File: src/pex_pkg.sv
// Constants and types shared by the exception entry unit.
// Assumes a 32-bit core with a 32-bit status word.
package pex_pkg;

  // ==========================================================
  // Vector byte addresses
  localparam logic [31:0] VEC_RESET = 32'h0000_0000;
  localparam logic [31:0] VEC_UNDEF = 32'h0000_0004;
  localparam logic [31:0] VEC_SWI = 32'h0000_0008;
  localparam logic [31:0] VEC_PABT = 32'h0000_000C;
  localparam logic [31:0] VEC_DABT = 32'h0000_0010;
  localparam logic [31:0] VEC_RESERVED = 32'h0000_0014;
  localparam logic [31:0] VEC_IRQ = 32'h0000_0018;
  localparam logic [31:0] VEC_FIQ = 32'h0000_001C;

  // ==========================================================
  // Status word layout and mode codes
  localparam int CSR_I_BIT = 7;
  localparam int CSR_F_BIT = 6;
  localparam int CSR_MODE_LSB = 0;
  localparam int CSR_MODE_W = 5;
  localparam logic [31:0] CSR_RESET = 32'h0000_00D3;
  localparam logic [4:0] MODE_FIQ = 5'h11;
  localparam logic [4:0] MODE_IRQ = 5'h12;
  localparam logic [4:0] MODE_SVC = 5'h13;
  localparam logic [4:0] MODE_ABT = 5'h17;
  localparam logic [4:0] MODE_UND = 5'h1B;

  // ==========================================================
  // Return address offsets and idle address step
  localparam logic [31:0] LINK_ADD_SHORT = 32'h0000_0004;
  localparam logic [31:0] LINK_ADD_DATA = 32'h0000_0008;
  localparam logic [31:0] IDLE_STEP = 32'h0000_0004;

  // ==========================================================
  // Fault capture widths, instruction classes, banks
  localparam int FS_W = 4;
  localparam int DOMAIN_W = 4;
  localparam logic [1:0] CLS_OTHER = 2'h0;
  localparam logic [1:0] CLS_SINGLE = 2'h1;
  localparam logic [1:0] CLS_SWAP = 2'h2;
  localparam logic [1:0] CLS_BLOCK = 2'h3;
  localparam int NUM_BANKS = 5;
  localparam logic [2:0] BANK_SVC = 3'h0;
  localparam logic [2:0] BANK_ABT = 3'h1;
  localparam logic [2:0] BANK_UND = 3'h2;
  localparam logic [2:0] BANK_IRQ = 3'h3;
  localparam logic [2:0] BANK_FIQ = 3'h4;

  typedef enum logic [2:0] {
    EXC_NONE, EXC_RESET, EXC_DABT, EXC_FIQ, EXC_IRQ, EXC_PABT, EXC_UND,
    EXC_SWI
  } pex_exc_t;

  function automatic logic [31:0] pex_vector(input pex_exc_t e);
    case (e)
      EXC_UND: pex_vector = VEC_UNDEF;
      EXC_SWI: pex_vector = VEC_SWI;
      EXC_PABT: pex_vector = VEC_PABT;
      EXC_DABT: pex_vector = VEC_DABT;
      EXC_IRQ: pex_vector = VEC_IRQ;
      EXC_FIQ: pex_vector = VEC_FIQ;
      default: pex_vector = VEC_RESET;
    endcase
  endfunction : pex_vector

  function automatic logic [4:0] pex_mode(input pex_exc_t e);
    case (e)
      EXC_UND: pex_mode = MODE_UND;
      EXC_PABT, EXC_DABT: pex_mode = MODE_ABT;
      EXC_IRQ: pex_mode = MODE_IRQ;
      EXC_FIQ: pex_mode = MODE_FIQ;
      default: pex_mode = MODE_SVC;
    endcase
  endfunction : pex_mode

  function automatic logic [2:0] pex_bank(input pex_exc_t e);
    case (e)
      EXC_UND: pex_bank = BANK_UND;
      EXC_PABT, EXC_DABT: pex_bank = BANK_ABT;
      EXC_IRQ: pex_bank = BANK_IRQ;
      EXC_FIQ: pex_bank = BANK_FIQ;
      default: pex_bank = BANK_SVC;
    endcase
  endfunction : pex_bank

endpackage : pex_pkg

File: src/pex_exception_entry.sv
// Exception entry sequencer: arbitration, banked link and saved status,
// status word forcing, vector fetch, abort handling and fault capture.
// Assumes the core holds at EXEC_START while EXC_BUSY_OUT is high and
// that every instruction entering the pipeline pulses FETCH_DONE_IN.
//
// Notes on behaviour
// - Normal interrupt entry fetches next from 0x18.
// - Aborts come from translation unit or external pin, sampled in memory cycles.
// - Prefetch abort only tags the instruction; flushed ones never trap.
// - Aborted single load or store still writes back its base.
// - Aborted swap leaves state untouched though the read may have happened.
// - Aborted block transfer completes, keeps base write-back, blocks later writes.
// - With translation on, abort captures status, domain and faulting address.
// - Abort saves address plus 4 or plus 8 and the status word.
// - Abort entry forces mode 10111 and sets interrupt disable.
// - Prefetch abort vectors to 0x0C, data abort to 0x10.
// - Late aborts only: base updates are never undone.
// - Software interrupt saves address plus 4 and status in supervisor bank.
// - Software interrupt forces mode 10011, sets I, fetches 0x08.
// - Unknown and coprocessor instructions trap, except internal register transfers.
// - Undefined entry saves plus 4, forces 11011, sets I, fetches 0x04.
// - Reset vector 0x00, fast interrupt 0x1C; 0x14 never used.
// - Priority: reset, data abort, fast, normal, prefetch, undefined or swi.
// - Data abort with enabled fast interrupt enters both, fast last.
// - While reset pin low, abandon work and idle on incrementing words.
// - On reset release copy counter and status into supervisor bank.
// - On reset release force supervisor mode and set both disables.
// - Normal interrupt saves next address plus 4, forces 10010, sets I.
// - Fast interrupt saves plus 4, forces 10001, sets both disables.
// - Interrupt pins delayed one cycle, tested at each instruction boundary.
// - First fetch from 0x00 about four cycles after reset pin rises.
`timescale 1ns/1ps

module pex_exception_entry #(
  parameter int PIPE_DEPTH = 2
) (
  // Clock and reset
  input wire logic CLOCK_IN,
  input wire logic RST_B_IN,
  // Device pins, active low
  input wire logic RESET_IN_N_IN,
  input wire logic FAST_INTERRUPT_IN_N_IN,
  input wire logic NORMAL_INTERRUPT_IN_N_IN,
  // Memory system
  input wire logic MEM_CYCLE_IN,
  input wire logic DATA_ACCESS_IN,
  input wire logic FETCH_DONE_IN,
  input wire logic MMU_ABORT_IN,
  input wire logic EXT_ABORT_IN,
  input wire logic TRANSLATE_EN_IN,
  input wire logic [pex_pkg::FS_W-1:0] FAULT_STATUS_IN,
  input wire logic [pex_pkg::DOMAIN_W-1:0] FAULT_DOMAIN_IN,
  input wire logic [31:0] FAULT_VADDR_IN,
  // Pipeline
  input wire logic FLUSH_IN,
  input wire logic EXEC_START_IN,
  input wire logic [31:0] INSTR_ADDR_IN,
  input wire logic [1:0] INSTR_CLASS_IN,
  input wire logic INSTR_UNKNOWN_IN,
  input wire logic INSTR_COPROC_IN,
  input wire logic COPROC_INTERNAL_XFER_IN,
  input wire logic SWI_INSTR_IN,
  // Status word write from software
  input wire logic CSR_WR_IN,
  input wire logic [31:0] CSR_WDATA_IN,
  // Sequencing outputs
  output logic EXC_BUSY_OUT,
  output logic VECTOR_FETCH_OUT,
  output logic [31:0] VECTOR_ADDR_OUT,
  output logic IDLE_CYCLE_OUT,
  output logic [31:0] IDLE_ADDR_OUT,
  output logic REG_WRITE_BLOCK_OUT,
  output logic BASE_WB_ALLOW_OUT,
  // Architectural state
  output logic [31:0] CURRENT_STATUS_OUT,
  output logic [31:0] SUPERVISOR_LINK_OUT,
  output logic [31:0] SUPERVISOR_SAVED_OUT,
  output logic [31:0] ABORT_LINK_OUT,
  output logic [31:0] ABORT_SAVED_OUT,
  output logic [31:0] UNDEFINED_LINK_OUT,
  output logic [31:0] UNDEFINED_SAVED_OUT,
  output logic [31:0] INTERRUPT_LINK_OUT,
  output logic [31:0] INTERRUPT_SAVED_OUT,
  output logic [31:0] FAST_LINK_OUT,
  output logic [31:0] FAST_SAVED_OUT,
  output logic [7:0] FAULT_STATUS_REG_OUT,
  output logic [31:0] FAULT_ADDRESS_REG_OUT
);

  typedef enum logic [1:0] {
    ST_RESET_HOLD, ST_RUN, ST_ENTRY, ST_VECT
  } pex_state_t;

  pex_state_t state_r;
  pex_pkg::pex_exc_t exc_r;
  pex_pkg::pex_exc_t exc_sel;
  logic rst_sync1_r;
  logic rst_pin_r;
  logic fiq_req_r;
  logic irq_req_r;
  logic fiq_go;
  logic irq_go;
  logic [31:0] csr_r;
  logic [31:0] link_r [pex_pkg::NUM_BANKS];
  logic [31:0] saved_r [pex_pkg::NUM_BANKS];
  logic [31:0] link_src_r;
  logic [31:0] vec_addr_r;
  logic [31:0] idle_addr_r;
  logic [31:0] exec_addr_r;
  logic [31:0] dabt_addr_r;
  logic dabt_pend_r;
  logic cur_aborted_r;
  logic [PIPE_DEPTH-1:0] tag_r;
  logic [7:0] fsr_r;
  logic [31:0] far_r;
  logic abort_now;
  logic dabt_now;
  logic pabt_now;
  logic aborted;
  logic undef_instr;
  logic chain_fiq;
  logic take_exc;

  // ==========================================================
  // Pin sampling
  // Two-stage reset synchroniser
  always_ff @(posedge CLOCK_IN) begin
    if (!RST_B_IN) begin
      rst_sync1_r <= 1'b0;
      rst_pin_r <= 1'b0;
    end else begin
      rst_sync1_r <= RESET_IN_N_IN;
      rst_pin_r <= rst_sync1_r;
    end
  end

  always_ff @(posedge CLOCK_IN) begin
    if (!RST_B_IN) begin
      fiq_req_r <= 1'b0;
      irq_req_r <= 1'b0;
    end else begin
      fiq_req_r <= ~FAST_INTERRUPT_IN_N_IN;
      irq_req_r <= ~NORMAL_INTERRUPT_IN_N_IN;
    end
  end

  // ==========================================================
  // Abort detection
  // Only memory cycles count
  assign abort_now = MEM_CYCLE_IN & (MMU_ABORT_IN | EXT_ABORT_IN);
  assign dabt_now = abort_now & DATA_ACCESS_IN;
  assign pabt_now = abort_now & ~DATA_ACCESS_IN;

  // Tag travels with the fetch; flush discards it
  always_ff @(posedge CLOCK_IN) begin
    if (!RST_B_IN || !rst_pin_r) begin
      tag_r <= '0;
    end else if (FLUSH_IN) begin
      tag_r <= {{(PIPE_DEPTH-1){1'b0}}, FETCH_DONE_IN & pabt_now};
    end else if (FETCH_DONE_IN) begin
      tag_r <= {tag_r[PIPE_DEPTH-2:0], pabt_now};
    end
  end

  // Address of the instruction now executing
  always_ff @(posedge CLOCK_IN) begin
    if (!RST_B_IN) begin
      exec_addr_r <= '0;
    end else if (state_r == ST_RUN && EXEC_START_IN) begin
      exec_addr_r <= INSTR_ADDR_IN;
    end
  end

  // Pending data abort; a new abort wins over the clear at entry
  always_ff @(posedge CLOCK_IN) begin
    if (!RST_B_IN || !rst_pin_r) begin
      dabt_pend_r <= 1'b0;
      dabt_addr_r <= '0;
    end else if (dabt_now) begin
      dabt_pend_r <= 1'b1;
      dabt_addr_r <= exec_addr_r;
    end else if (state_r == ST_ENTRY && exc_r == pex_pkg::EXC_DABT) begin
      dabt_pend_r <= 1'b0;
    end
  end

  // Aborted flag for the instruction in flight
  always_ff @(posedge CLOCK_IN) begin
    if (!RST_B_IN || !rst_pin_r) begin
      cur_aborted_r <= 1'b0;
    end else if (dabt_now) begin
      cur_aborted_r <= 1'b1;
    end else if (EXEC_START_IN) begin
      cur_aborted_r <= 1'b0;
    end
  end

  // Base updates are never rolled back, only later writes blocked
  assign aborted = cur_aborted_r | dabt_now;
  // Swap discards every write, base included
  // Block transfer keeps base write-back, drops data and counter
  assign REG_WRITE_BLOCK_OUT = aborted &
                               (INSTR_CLASS_IN != pex_pkg::CLS_OTHER);
  assign BASE_WB_ALLOW_OUT = ~(aborted &
                               (INSTR_CLASS_IN == pex_pkg::CLS_SWAP));

  always_ff @(posedge CLOCK_IN) begin
    if (!RST_B_IN) begin
      fsr_r <= '0;
      far_r <= '0;
    end else if (abort_now && TRANSLATE_EN_IN) begin
      fsr_r <= {FAULT_DOMAIN_IN, FAULT_STATUS_IN};
      far_r <= FAULT_VADDR_IN;
    end
  end

  // ==========================================================
  // Arbitration
  // Coprocessor traps except internal register transfers
  assign undef_instr = INSTR_UNKNOWN_IN |
                       (INSTR_COPROC_IN & ~COPROC_INTERNAL_XFER_IN);
  assign fiq_go = fiq_req_r & ~csr_r[pex_pkg::CSR_F_BIT];
  assign irq_go = irq_req_r & ~csr_r[pex_pkg::CSR_I_BIT];

  always_comb begin
    exc_sel = pex_pkg::EXC_NONE;
    if (dabt_pend_r) begin
      exc_sel = pex_pkg::EXC_DABT;
    end else if (fiq_go) begin
      exc_sel = pex_pkg::EXC_FIQ;
    end else if (irq_go) begin
      exc_sel = pex_pkg::EXC_IRQ;
    end else if (tag_r[PIPE_DEPTH-1]) begin
      exc_sel = pex_pkg::EXC_PABT;
    end else if (undef_instr) begin
      exc_sel = pex_pkg::EXC_UND;
    end else if (SWI_INSTR_IN) begin
      exc_sel = pex_pkg::EXC_SWI;
    end
  end

  assign take_exc = state_r == ST_RUN && EXEC_START_IN &&
                    exc_sel != pex_pkg::EXC_NONE;
  // Fast interrupt still enabled after abort entry
  assign chain_fiq = state_r == ST_VECT && exc_r == pex_pkg::EXC_DABT &&
                     fiq_go;

  // ==========================================================
  // Sequencer
  // Low reset pin abandons anything in progress
  always_ff @(posedge CLOCK_IN) begin
    if (!RST_B_IN || !rst_pin_r) begin
      state_r <= ST_RESET_HOLD;
    end else begin
      case (state_r)
        ST_RESET_HOLD: begin
          state_r <= ST_ENTRY;
        end
        ST_RUN: begin
          if (take_exc) begin
            state_r <= ST_ENTRY;
          end
        end
        ST_ENTRY: begin
          state_r <= ST_VECT;
        end
        ST_VECT: begin
          state_r <= chain_fiq ? ST_ENTRY : ST_RUN;
        end
        default: begin
          state_r <= ST_RESET_HOLD;
        end
      endcase
    end
  end

  // Exception being entered and the return address it saves
  always_ff @(posedge CLOCK_IN) begin
    if (!RST_B_IN) begin
      exc_r <= pex_pkg::EXC_RESET;
      link_src_r <= '0;
    end else if (state_r == ST_RESET_HOLD) begin
      // Counter value at release goes to supervisor link
      exc_r <= pex_pkg::EXC_RESET;
      link_src_r <= idle_addr_r;
    end else if (take_exc) begin
      exc_r <= exc_sel;
      // Data abort plus 8, all others plus 4
      if (exc_sel == pex_pkg::EXC_DABT) begin
        link_src_r <= dabt_addr_r + pex_pkg::LINK_ADD_DATA;
      end else begin
        link_src_r <= INSTR_ADDR_IN + pex_pkg::LINK_ADD_SHORT;
      end
    end else if (chain_fiq) begin
      // Fast return resumes the abort handler
      exc_r <= pex_pkg::EXC_FIQ;
      link_src_r <= pex_pkg::VEC_DABT + pex_pkg::LINK_ADD_SHORT;
    end
  end

  always_ff @(posedge CLOCK_IN) begin
    if (!RST_B_IN) begin
      for (int b = 0; b < pex_pkg::NUM_BANKS; b++) begin
        link_r[b] <= '0;
        saved_r[b] <= '0;
      end
    end else if (state_r == ST_ENTRY) begin
      link_r[pex_pkg::pex_bank(exc_r)] <= link_src_r;
      saved_r[pex_pkg::pex_bank(exc_r)] <= csr_r;
    end
  end

  // Status word: entry forcing beats a software write
  always_ff @(posedge CLOCK_IN) begin
    if (!RST_B_IN) begin
      csr_r <= pex_pkg::CSR_RESET;
    end else if (state_r == ST_ENTRY) begin
      csr_r[pex_pkg::CSR_MODE_LSB +: pex_pkg::CSR_MODE_W] <=
        pex_pkg::pex_mode(exc_r);
      csr_r[pex_pkg::CSR_I_BIT] <= 1'b1;
      // Fast disable only for reset and fast entry
      if (exc_r == pex_pkg::EXC_FIQ || exc_r == pex_pkg::EXC_RESET) begin
        csr_r[pex_pkg::CSR_F_BIT] <= 1'b1;
      end
    end else if (state_r == ST_RUN && CSR_WR_IN) begin
      csr_r <= CSR_WDATA_IN;
    end
  end

  always_ff @(posedge CLOCK_IN) begin
    if (!RST_B_IN) begin
      vec_addr_r <= pex_pkg::VEC_RESET;
    end else if (state_r == ST_ENTRY) begin
      vec_addr_r <= pex_pkg::pex_vector(exc_r);
    end
  end

  // Idle cycles walk word addresses while held
  always_ff @(posedge CLOCK_IN) begin
    if (!RST_B_IN) begin
      idle_addr_r <= '0;
    end else if (state_r == ST_RESET_HOLD) begin
      idle_addr_r <= idle_addr_r + pex_pkg::IDLE_STEP;
    end
  end

  // ==========================================================
  // Outputs
  // Fetch only after the entry cycle has written state
  assign VECTOR_FETCH_OUT = state_r == ST_VECT && !chain_fiq;
  assign EXC_BUSY_OUT = state_r != ST_RUN;
  assign IDLE_CYCLE_OUT = state_r == ST_RESET_HOLD;
  assign VECTOR_ADDR_OUT = vec_addr_r;
  assign IDLE_ADDR_OUT = idle_addr_r;
  assign CURRENT_STATUS_OUT = csr_r;
  assign SUPERVISOR_LINK_OUT = link_r[pex_pkg::BANK_SVC];
  assign SUPERVISOR_SAVED_OUT = saved_r[pex_pkg::BANK_SVC];
  assign ABORT_LINK_OUT = link_r[pex_pkg::BANK_ABT];
  assign ABORT_SAVED_OUT = saved_r[pex_pkg::BANK_ABT];
  assign UNDEFINED_LINK_OUT = link_r[pex_pkg::BANK_UND];
  assign UNDEFINED_SAVED_OUT = saved_r[pex_pkg::BANK_UND];
  assign INTERRUPT_LINK_OUT = link_r[pex_pkg::BANK_IRQ];
  assign INTERRUPT_SAVED_OUT = saved_r[pex_pkg::BANK_IRQ];
  assign FAST_LINK_OUT = link_r[pex_pkg::BANK_FIQ];
  assign FAST_SAVED_OUT = saved_r[pex_pkg::BANK_FIQ];
  assign FAULT_STATUS_REG_OUT = fsr_r;
  assign FAULT_ADDRESS_REG_OUT = far_r;
endmodule : pex_exception_entry

File: config.mk
export PLATFORM = sky130hd
export DESIGN_NAME = pex_exception_entry
export DESIGN_NICKNAME = d
export VERILOG_FILES = /design/src/pex_pkg.sv /design/src/pex_exception_entry.sv
export SDC_FILE = /design/constraint.sdc
export NUM_CORES = 1
export LEC_CHECK = 0
export BUFFER_PORTS_ARGS = -buffer_cell sky130_fd_sc_hd__buf_2
export CORE_AREA = 10 10 220 222
export CTS_CLUSTER_SIZE = 25
export DETAILED_ROUTE_END_ITERATION = 8
export DIE_AREA = 0 0 230 232
export PLACE_DENSITY_LB_ADDON = 0.3
export SLEW_MARGIN = 20
export SYNTH_ARGS = -nofsm -noshare
export SYNTH_HDL_FRONTEND = slang
export SYNTH_SLANG_ARGS = --single-unit
File: constraint.sdc
create_clock -name CLOCK_IN -period 6.8 [get_ports CLOCK_IN]
set_input_delay 0.68 -clock CLOCK_IN [delete_from_list [all_inputs] [get_ports CLOCK_IN]]
set_output_delay 0.68 -clock CLOCK_IN [all_outputs]
set_load 0.02 [all_outputs]
==> results.yml, run 1 <==
global_route:
  antenna_found_initial: 6
  grt_max_degree: 85
  grt_use_total: 0.242
  first_global_vias: 15500
  grt_overflow: 0
  grt_first_pass_wirelength_mm: 99.0
floorplanning:
  die_w_um: 230
  fp.dieArea_um2: 53400
  row_count: 77
  core_um2: 43900
  io_pins: 585
  die_y_um: 232
  initial_core_util: 0.485
drt:
  drt_iter0_markers: 1186
  via_count: 16000
  wire_per_inst_um: 22.4
  vias_per_cell: 5.27
  antenna_left: 0
  drtPass1Iterations: 7
  post-route-drc-count: 0
  wl_mm: 68.2
placed_design:
  dp.cells: 2939
  io_buffers: 553
  dp_slack_ns: 2.87
  gp_congestion: 0.862
  dpl_cell_area_um2: 24500
  dpl.hpwl_mm: 49.8
sta:
  worst_pin_slew_ns: 1.10
  finalWorstSetupSlack_ns: 3.29
  relSlewSlack: 0.263
  setup_violations: 0
  fin_crit_ns: 3.51
  hold_viol: 0
  finalSetupTns_ns: 0
  rsz0062_at_grt: "no"
  holdWs_ns: 0.218
  finalCritPeriodShare: 0.515
  slew_viol_final: 0
  clock.fmax_ghz: 0.285
  clock_skew_ns: 0.00884
synth:
  ys.flop_type: "edfxtp_1"
  synth.cell_area_um2: 21300
  ys_top_cells_by_area: "edfxtp_1, dfxtp_1, and2_1"
  syn-mean-instance-area_um2: 11.3
  synth_seq_cells: 534
  ys_seq_area_frac: 0.652
  yosys_warnings: 0
  synth_edf_count: 320
  ys_types: 58
  netlist_instances: 1889
  yosysTopAreaCellShare: 0.451
  async_flop_share: 0
  synth_top_area_cell: "edfxtp_1"
cts:
  cts_sinks: 534
  clk_latency_ns: 0.61
  cts_inserted_buffers: 55
  cts_resized: 0
  cts.reportedPaths.clkPinSlew_ns: 0.06
  h-tree-depth: 2
  cts_hold_buf: 0
  clockBufferDepth: 3
  cts_tree: "built"
  post-cts-setup-buffers: 0
  cts_root_buf: "clkbuf_16"
power:
  irDropWorstVdd_v: 0.000169
  finalPower_mw: 7.12
  p_leak_nw: 10.7
  power_density_nw_per_um2: 270
finish:
  num-fill-cells: 3573
  synthToLayoutAreaGrowth_pct: 23.8
  final_nets: 2531
  final_area_um2: 26400
  fin_util: 0.601
  layout_common_cells: "buf_2, and2_1, edfxtp_1"
  instances_no_fill: 3046
  final_common_cell: "buf_2"
  drive_gt1_frac: 0.278
worst_setup_path:
  endpoint_kind: "register"
  worstPathRequired_ns: 7.02
  arrival_ns: 3.73
  r2r_setup_slack_ns: 3.29
  cp_max_fo: 65
  startpoint_type: "register"
  path_class: "register to register"
outcome:
  status: "finished clean"
min_path:
  hold_class: "input pin to register"
run:
  maxCapViolCount: 0
per-layer routing:
layer,wire [um],GRT usage,vias to the layer above,share of wire
li1,-,-,7453,-
met2,34600,0.425,697,0.51
met1,25700,0.279,7764,0.38
met4,1920,0.0785,8,0.028
met5,54,0,-,0.00079
met3,5910,0.0706,120,0.087
area by class of cell:
type	count	area, um2	share of cell area
clock buffers	68	1490	0.0565
flip-flops and latches	534	13900	0.527
multi-input cells	1233	6920	0.262
repair buffers	566	2870	0.109
inverters	14	55.1	0.00209
clock inverters	35	413	0.0157
well taps	592	741	0.0281
diodes	4	10.0	0.000379
worst max-delay path, cell delays in order (launching register included):
cell and delay [ns]:
dfxtp_1 0.38, nor2b_1 0.53, nand2_1 0.44, a211oi_4 0.33
buf_4 0.51, nand2b_4 0.85
cells in the mapped netlist (22+ instances only):
| library cell | n |
|---|---|
| xor2_1 | 27 |
| a21oi_1 | 158 |
| nand3_1 | 34 |
| xnor2_1 | 50 |
| dfxtp_1 | 214 |
| nand2_1 | 314 |
| clkbuf_1 | 95 |
| nor2_1 | 83 |
| nand4_1 | 30 |
| and2_1 | 330 |
| a22oi_1 | 23 |
| buf_4 | 31 |
| o21ai_0 | 22 |
| edfxtp_1 | 320 |
flip-flops by register name, summed over array words and instances (netlist names), 8 cells and up:
register / cells
CURRENT_STATUS_OUT: 32
link_src_r: 32
saved_r: 160
exec_addr_r: 32
dabt_addr_r: 32
IDLE_ADDR_OUT: 30
FAULT_STATUS_REG_OUT: 8
FAULT_ADDRESS_REG_OUT: 32
link_r: 160
final timing paths:
path | startpoint | to | cells past startpoint
worst max-delay path | state_r[1]$_SDFFE_PP0P_ | link_r[0][10]$_SDFFCE_PN0P_ | 5
worst min-delay path | FAST_INTERRUPT_IN_N_IN | fiq_req_r$_SDFF_PN0_ | 2
worst max register to register | state_r[1]$_SDFFE_PP0P_ | link_r[0][10]$_SDFFCE_PN0P_ | 5
worst min register to register | rst_sync1_r$_SDFF_PN0_ | rst_pin_r$_SDFF_PN0_ | 1
kinds of logic (layout without fill, tap and decap cells):
kind of cell / Yosys count / count (layout) / share of synthesized area
muxes: 12 / 12 / 0.00581
AOI/OAI and AO/OA: 251 / 251 / 0.0677
adders and majority gates: 3 / 3 / 0.00176
xor gates and xnor gates: 77 / 77 / 0.0316
other: 1 / 35 / 0.000176
and+or+nand+nor: 859 / 859 / 0.208
buffers and inverters: 152 / 683 / 0.0334
DFF: 534 / 534 / 0.652
where the power goes:
part	internal, mW	switching, mW
clock	1.90	1.27
sequential	3.51	0.0407
combinational	0.110	0.305
total	5.51	1.61
Power figures use the tool's default switching activity.
==> run 2, diff against run 1 <==
--- a/config.mk
+++ b/config.mk
@@ -5,6 +5,7 @@
 export SDC_FILE = /design/constraint.sdc
 export NUM_CORES = 1
 export LEC_CHECK = 0
+export ABC_AREA = 1
 export BUFFER_PORTS_ARGS = -buffer_cell sky130_fd_sc_hd__buf_2
 export CORE_AREA = 10 10 220 222
 export CTS_CLUSTER_SIZE = 25
==> constraint.sdc (replaced) <==
create_clock -name CLOCK_IN -period 3.65 [get_ports CLOCK_IN]
set_input_delay 0.365 -clock CLOCK_IN [delete_from_list [all_inputs] [get_ports CLOCK_IN]]
set_output_delay 0.365 -clock CLOCK_IN [all_outputs]
set_load 0.02 [all_outputs]
==> run 2 against run 1 <==
Core utilization rose by 1.2 points. Power rose by 91%. Clock-buffer cell count fell by 2. Die area did not move. Critical endpoint is now VECTOR_FETCH_OUT. Worst hold slack got worse by 0.19 ns. Synthesized cell count rose by 22%. Sequential power rose by 87%. Largest power group unchanged. Register-to-register slack got worse by 2.1 ns.
==> results.yml, run 2 <==
outcome:
  status: "finished clean"
worst_setup_path:
  crit_top_cell: "nor2_1"
  cp.depth: 5
  path_buf_inv: 1
  cp_max_fo: 8
  worst_path_max_delay_cell: "dfxtp_1"
  arrival_ns: 2.09
  path_delay_family: "simple AND/OR/NAND/NOR gates"
  path_class: "register to output pin"
  endpoint_kind: "output pin"
  r2r_cells: 7
  slowest_delay_ns: 0.48
  startpoint_type: "register"
  worstPathRequired_ns: 3.28
  cp_cell_sequence: "nor2_1, nand2_1, nor3_2, nor2_1, buf_2"
floorplanning:
  io_pins: 585
  row_count: 77
  die_y_um: 232
  die_w_um: 230
  fp.dieArea_um2: 53400
  core_um2: 43900
  initial_core_util: 0.493
cts:
  cts_hold_buf: 6
  cts_tree: "built"
  cts_resized: 0
  cts_inserted_buffers: 54
  h-tree-depth: 2
  cts.reportedPaths.clkPinSlew_ns: 0.06
  cts_root_buf: "clkbuf_16"
  cts_sinks: 534
  clk_latency_ns: 0.60
  post-cts-setup-buffers: 0
  clockBufferDepth: 3
placed_design:
  dp.cells: 3379
  io_buffers: 553
  gp_congestion: 0.953
  dpl.hpwl_mm: 58.5
run:
  maxCapViolCount: 0
sta:
  hold_viol: 0
  fin_crit_ns: 2.46
  finalCritPeriodShare: 0.674
  rsz0062_at_grt: "no"
  setup_violations: 0
  holdWs_ns: 0.0297
  clock_skew_ns: 0.0166
  relSlewSlack: 0.325
  finalSetupTns_ns: 0
  clock.fmax_ghz: 0.407
  worst_pin_slew_ns: 1.01
  slew_viol_final: 0
synth:
  async_flop_share: 0
  netlist_instances: 2314
  yosys_warnings: 0
  synth_top_area_cell: "edfxtp_1"
  synth_most_common_cell: "nor2_1"
  synth_seq_cells: 534
  ys_types: 41
  ys_seq_area_frac: 0.642
  ys_top_cells_by_count: "nor2_1, nand2_1, edfxtp_1"
  syn-mean-instance-area_um2: 9.35
  yosysTopAreaCellShare: 0.444
  synth.cell_area_um2: 21600
  ys_top_cells_by_area: "edfxtp_1, dfxtp_1, nor2_1"
  ys.flop_type: "edfxtp_1"
  synth_edf_count: 320
drt:
  via_count: 18500
  vias_per_cell: 5.30
  drt_iter0_markers: 1906
  drtPass1Iterations: 5
  post-route-drc-count: 0
  wl_mm: 79.4
  wire_per_inst_um: 22.8
  antenna_left: 0
global_route:
  grt_use_total: 0.283
  first_global_vias: 17800
  grt_max_degree: 86
  antenna_found_initial: 5
  grt_overflow: 0
  grt_first_pass_wirelength_mm: 115
power:
  irDropWorstVdd_v: 0.000434
  finalPower_mw: 13.6
  power_density_nw_per_um2: 507
  p_leak_nw: 11.0
min_path:
  hold_class: "input pin to register"
  hold_path_depth: 3
finish:
  final_common_cell: "buf_2"
  largestRegisters: "link_r: 160 flops, saved_r: 160 flops"
  drive_gt1_frac: 0.239
  final_nets: 2976
  synthToLayoutAreaGrowth_pct: 24.2
  layout_common_cells: "buf_2, nor2_1, nand2_1"
  instances_no_fill: 3487
  diodes: 0
## run 2: cell count changes in the layout (fill, tap and decap cells not counted), moves of 20 or more
| cell | before | now |
|---|---|---|
| nor2_1 | 81 | 511 |
| xnor2_1 | 50 | 6 |
| and2_1 | 330 | 0 |
| a22oi_1 | 23 | 1 |
| inv_1 | 12 | 230 |
| nand3_1 | 34 | 80 |
| nand4_1 | 30 | 6 |
| a21oi_1 | 158 | 178 |
| o21ai_0 | 21 | 176 |
| nand2_1 | 309 | 363 |
## run 2: kinds of logic after synthesis
group	synth area share
and+or+nand+nor	0.184
DFF	0.642
AOI/OAI and AO/OA	0.0916
buffers and inverters	0.0719
xor gates and xnor gates	0.00850
adders and majority gates	0.00173
other	0.000173
## run 2: worst min-delay path, delay by kind of cell
family                 cells  cell delay (ns)
buffers and inverters      1             0.09
and+or+nand+nor            2             0.13
## run 2: worst paths after layout
path | from | end | slack (ns)
worst min-delay path | INSTR_ADDR_IN[1] | exec_addr_r[1]$_SDFFE_PN0P_ | 0.03
worst min register to register | FAULT_ADDRESS_REG_OUT[20]$_SDFFE_PN0P_ | FAULT_ADDRESS_REG_OUT[20]$_SDFFE_PN0P_ | 0.44
worst max register to register | state_r[1]$_SDFFE_PP0P_ | saved_r[3][6]$_SDFFCE_PN0P_ | 1.20
worst max-delay path | exc_r[0]$_SDFFE_PP1P_ | VECTOR_FETCH_OUT | 1.19
## run 2: stage by stage
step           setup WS [ns]  area (um2)   util
3_5_place_dp            1.14       24900  0.566
3_3_place_gp            1.19       24900  0.566
4_1_cts                 1.20       26900  0.612
6_report                1.19       26900  0.612
2_1_floorplan          0.591       21800      -
5_1_grt                 1.04       26900  0.612
## run 2: layout make-up
cell class,instances,area (um2)
multi-input cells,1444,6400
clock buffers,66,1460
repair buffers,580,3010
well taps,592,741
clock inverters,36,508
fillers,3696,17000
inverters,235,882
flip-flops and latches,534,13900
## run 2: metal layers
layer	up-vias	track usage	share of wire
met4	2	0.0820	0.028
met2	1016	0.473	0.48
met3	117	0.0706	0.095
li1	8572	-	-
met1	8787	0.360	0.39
met5	-	0	0.00014
## run 2: power breakdown
group	internal [mW]	leakage, nW	switching [mW]
clock network	3.70	0.958	2.39
registers	6.54	5.03	0.0891
logic	0.236	5.00	0.667
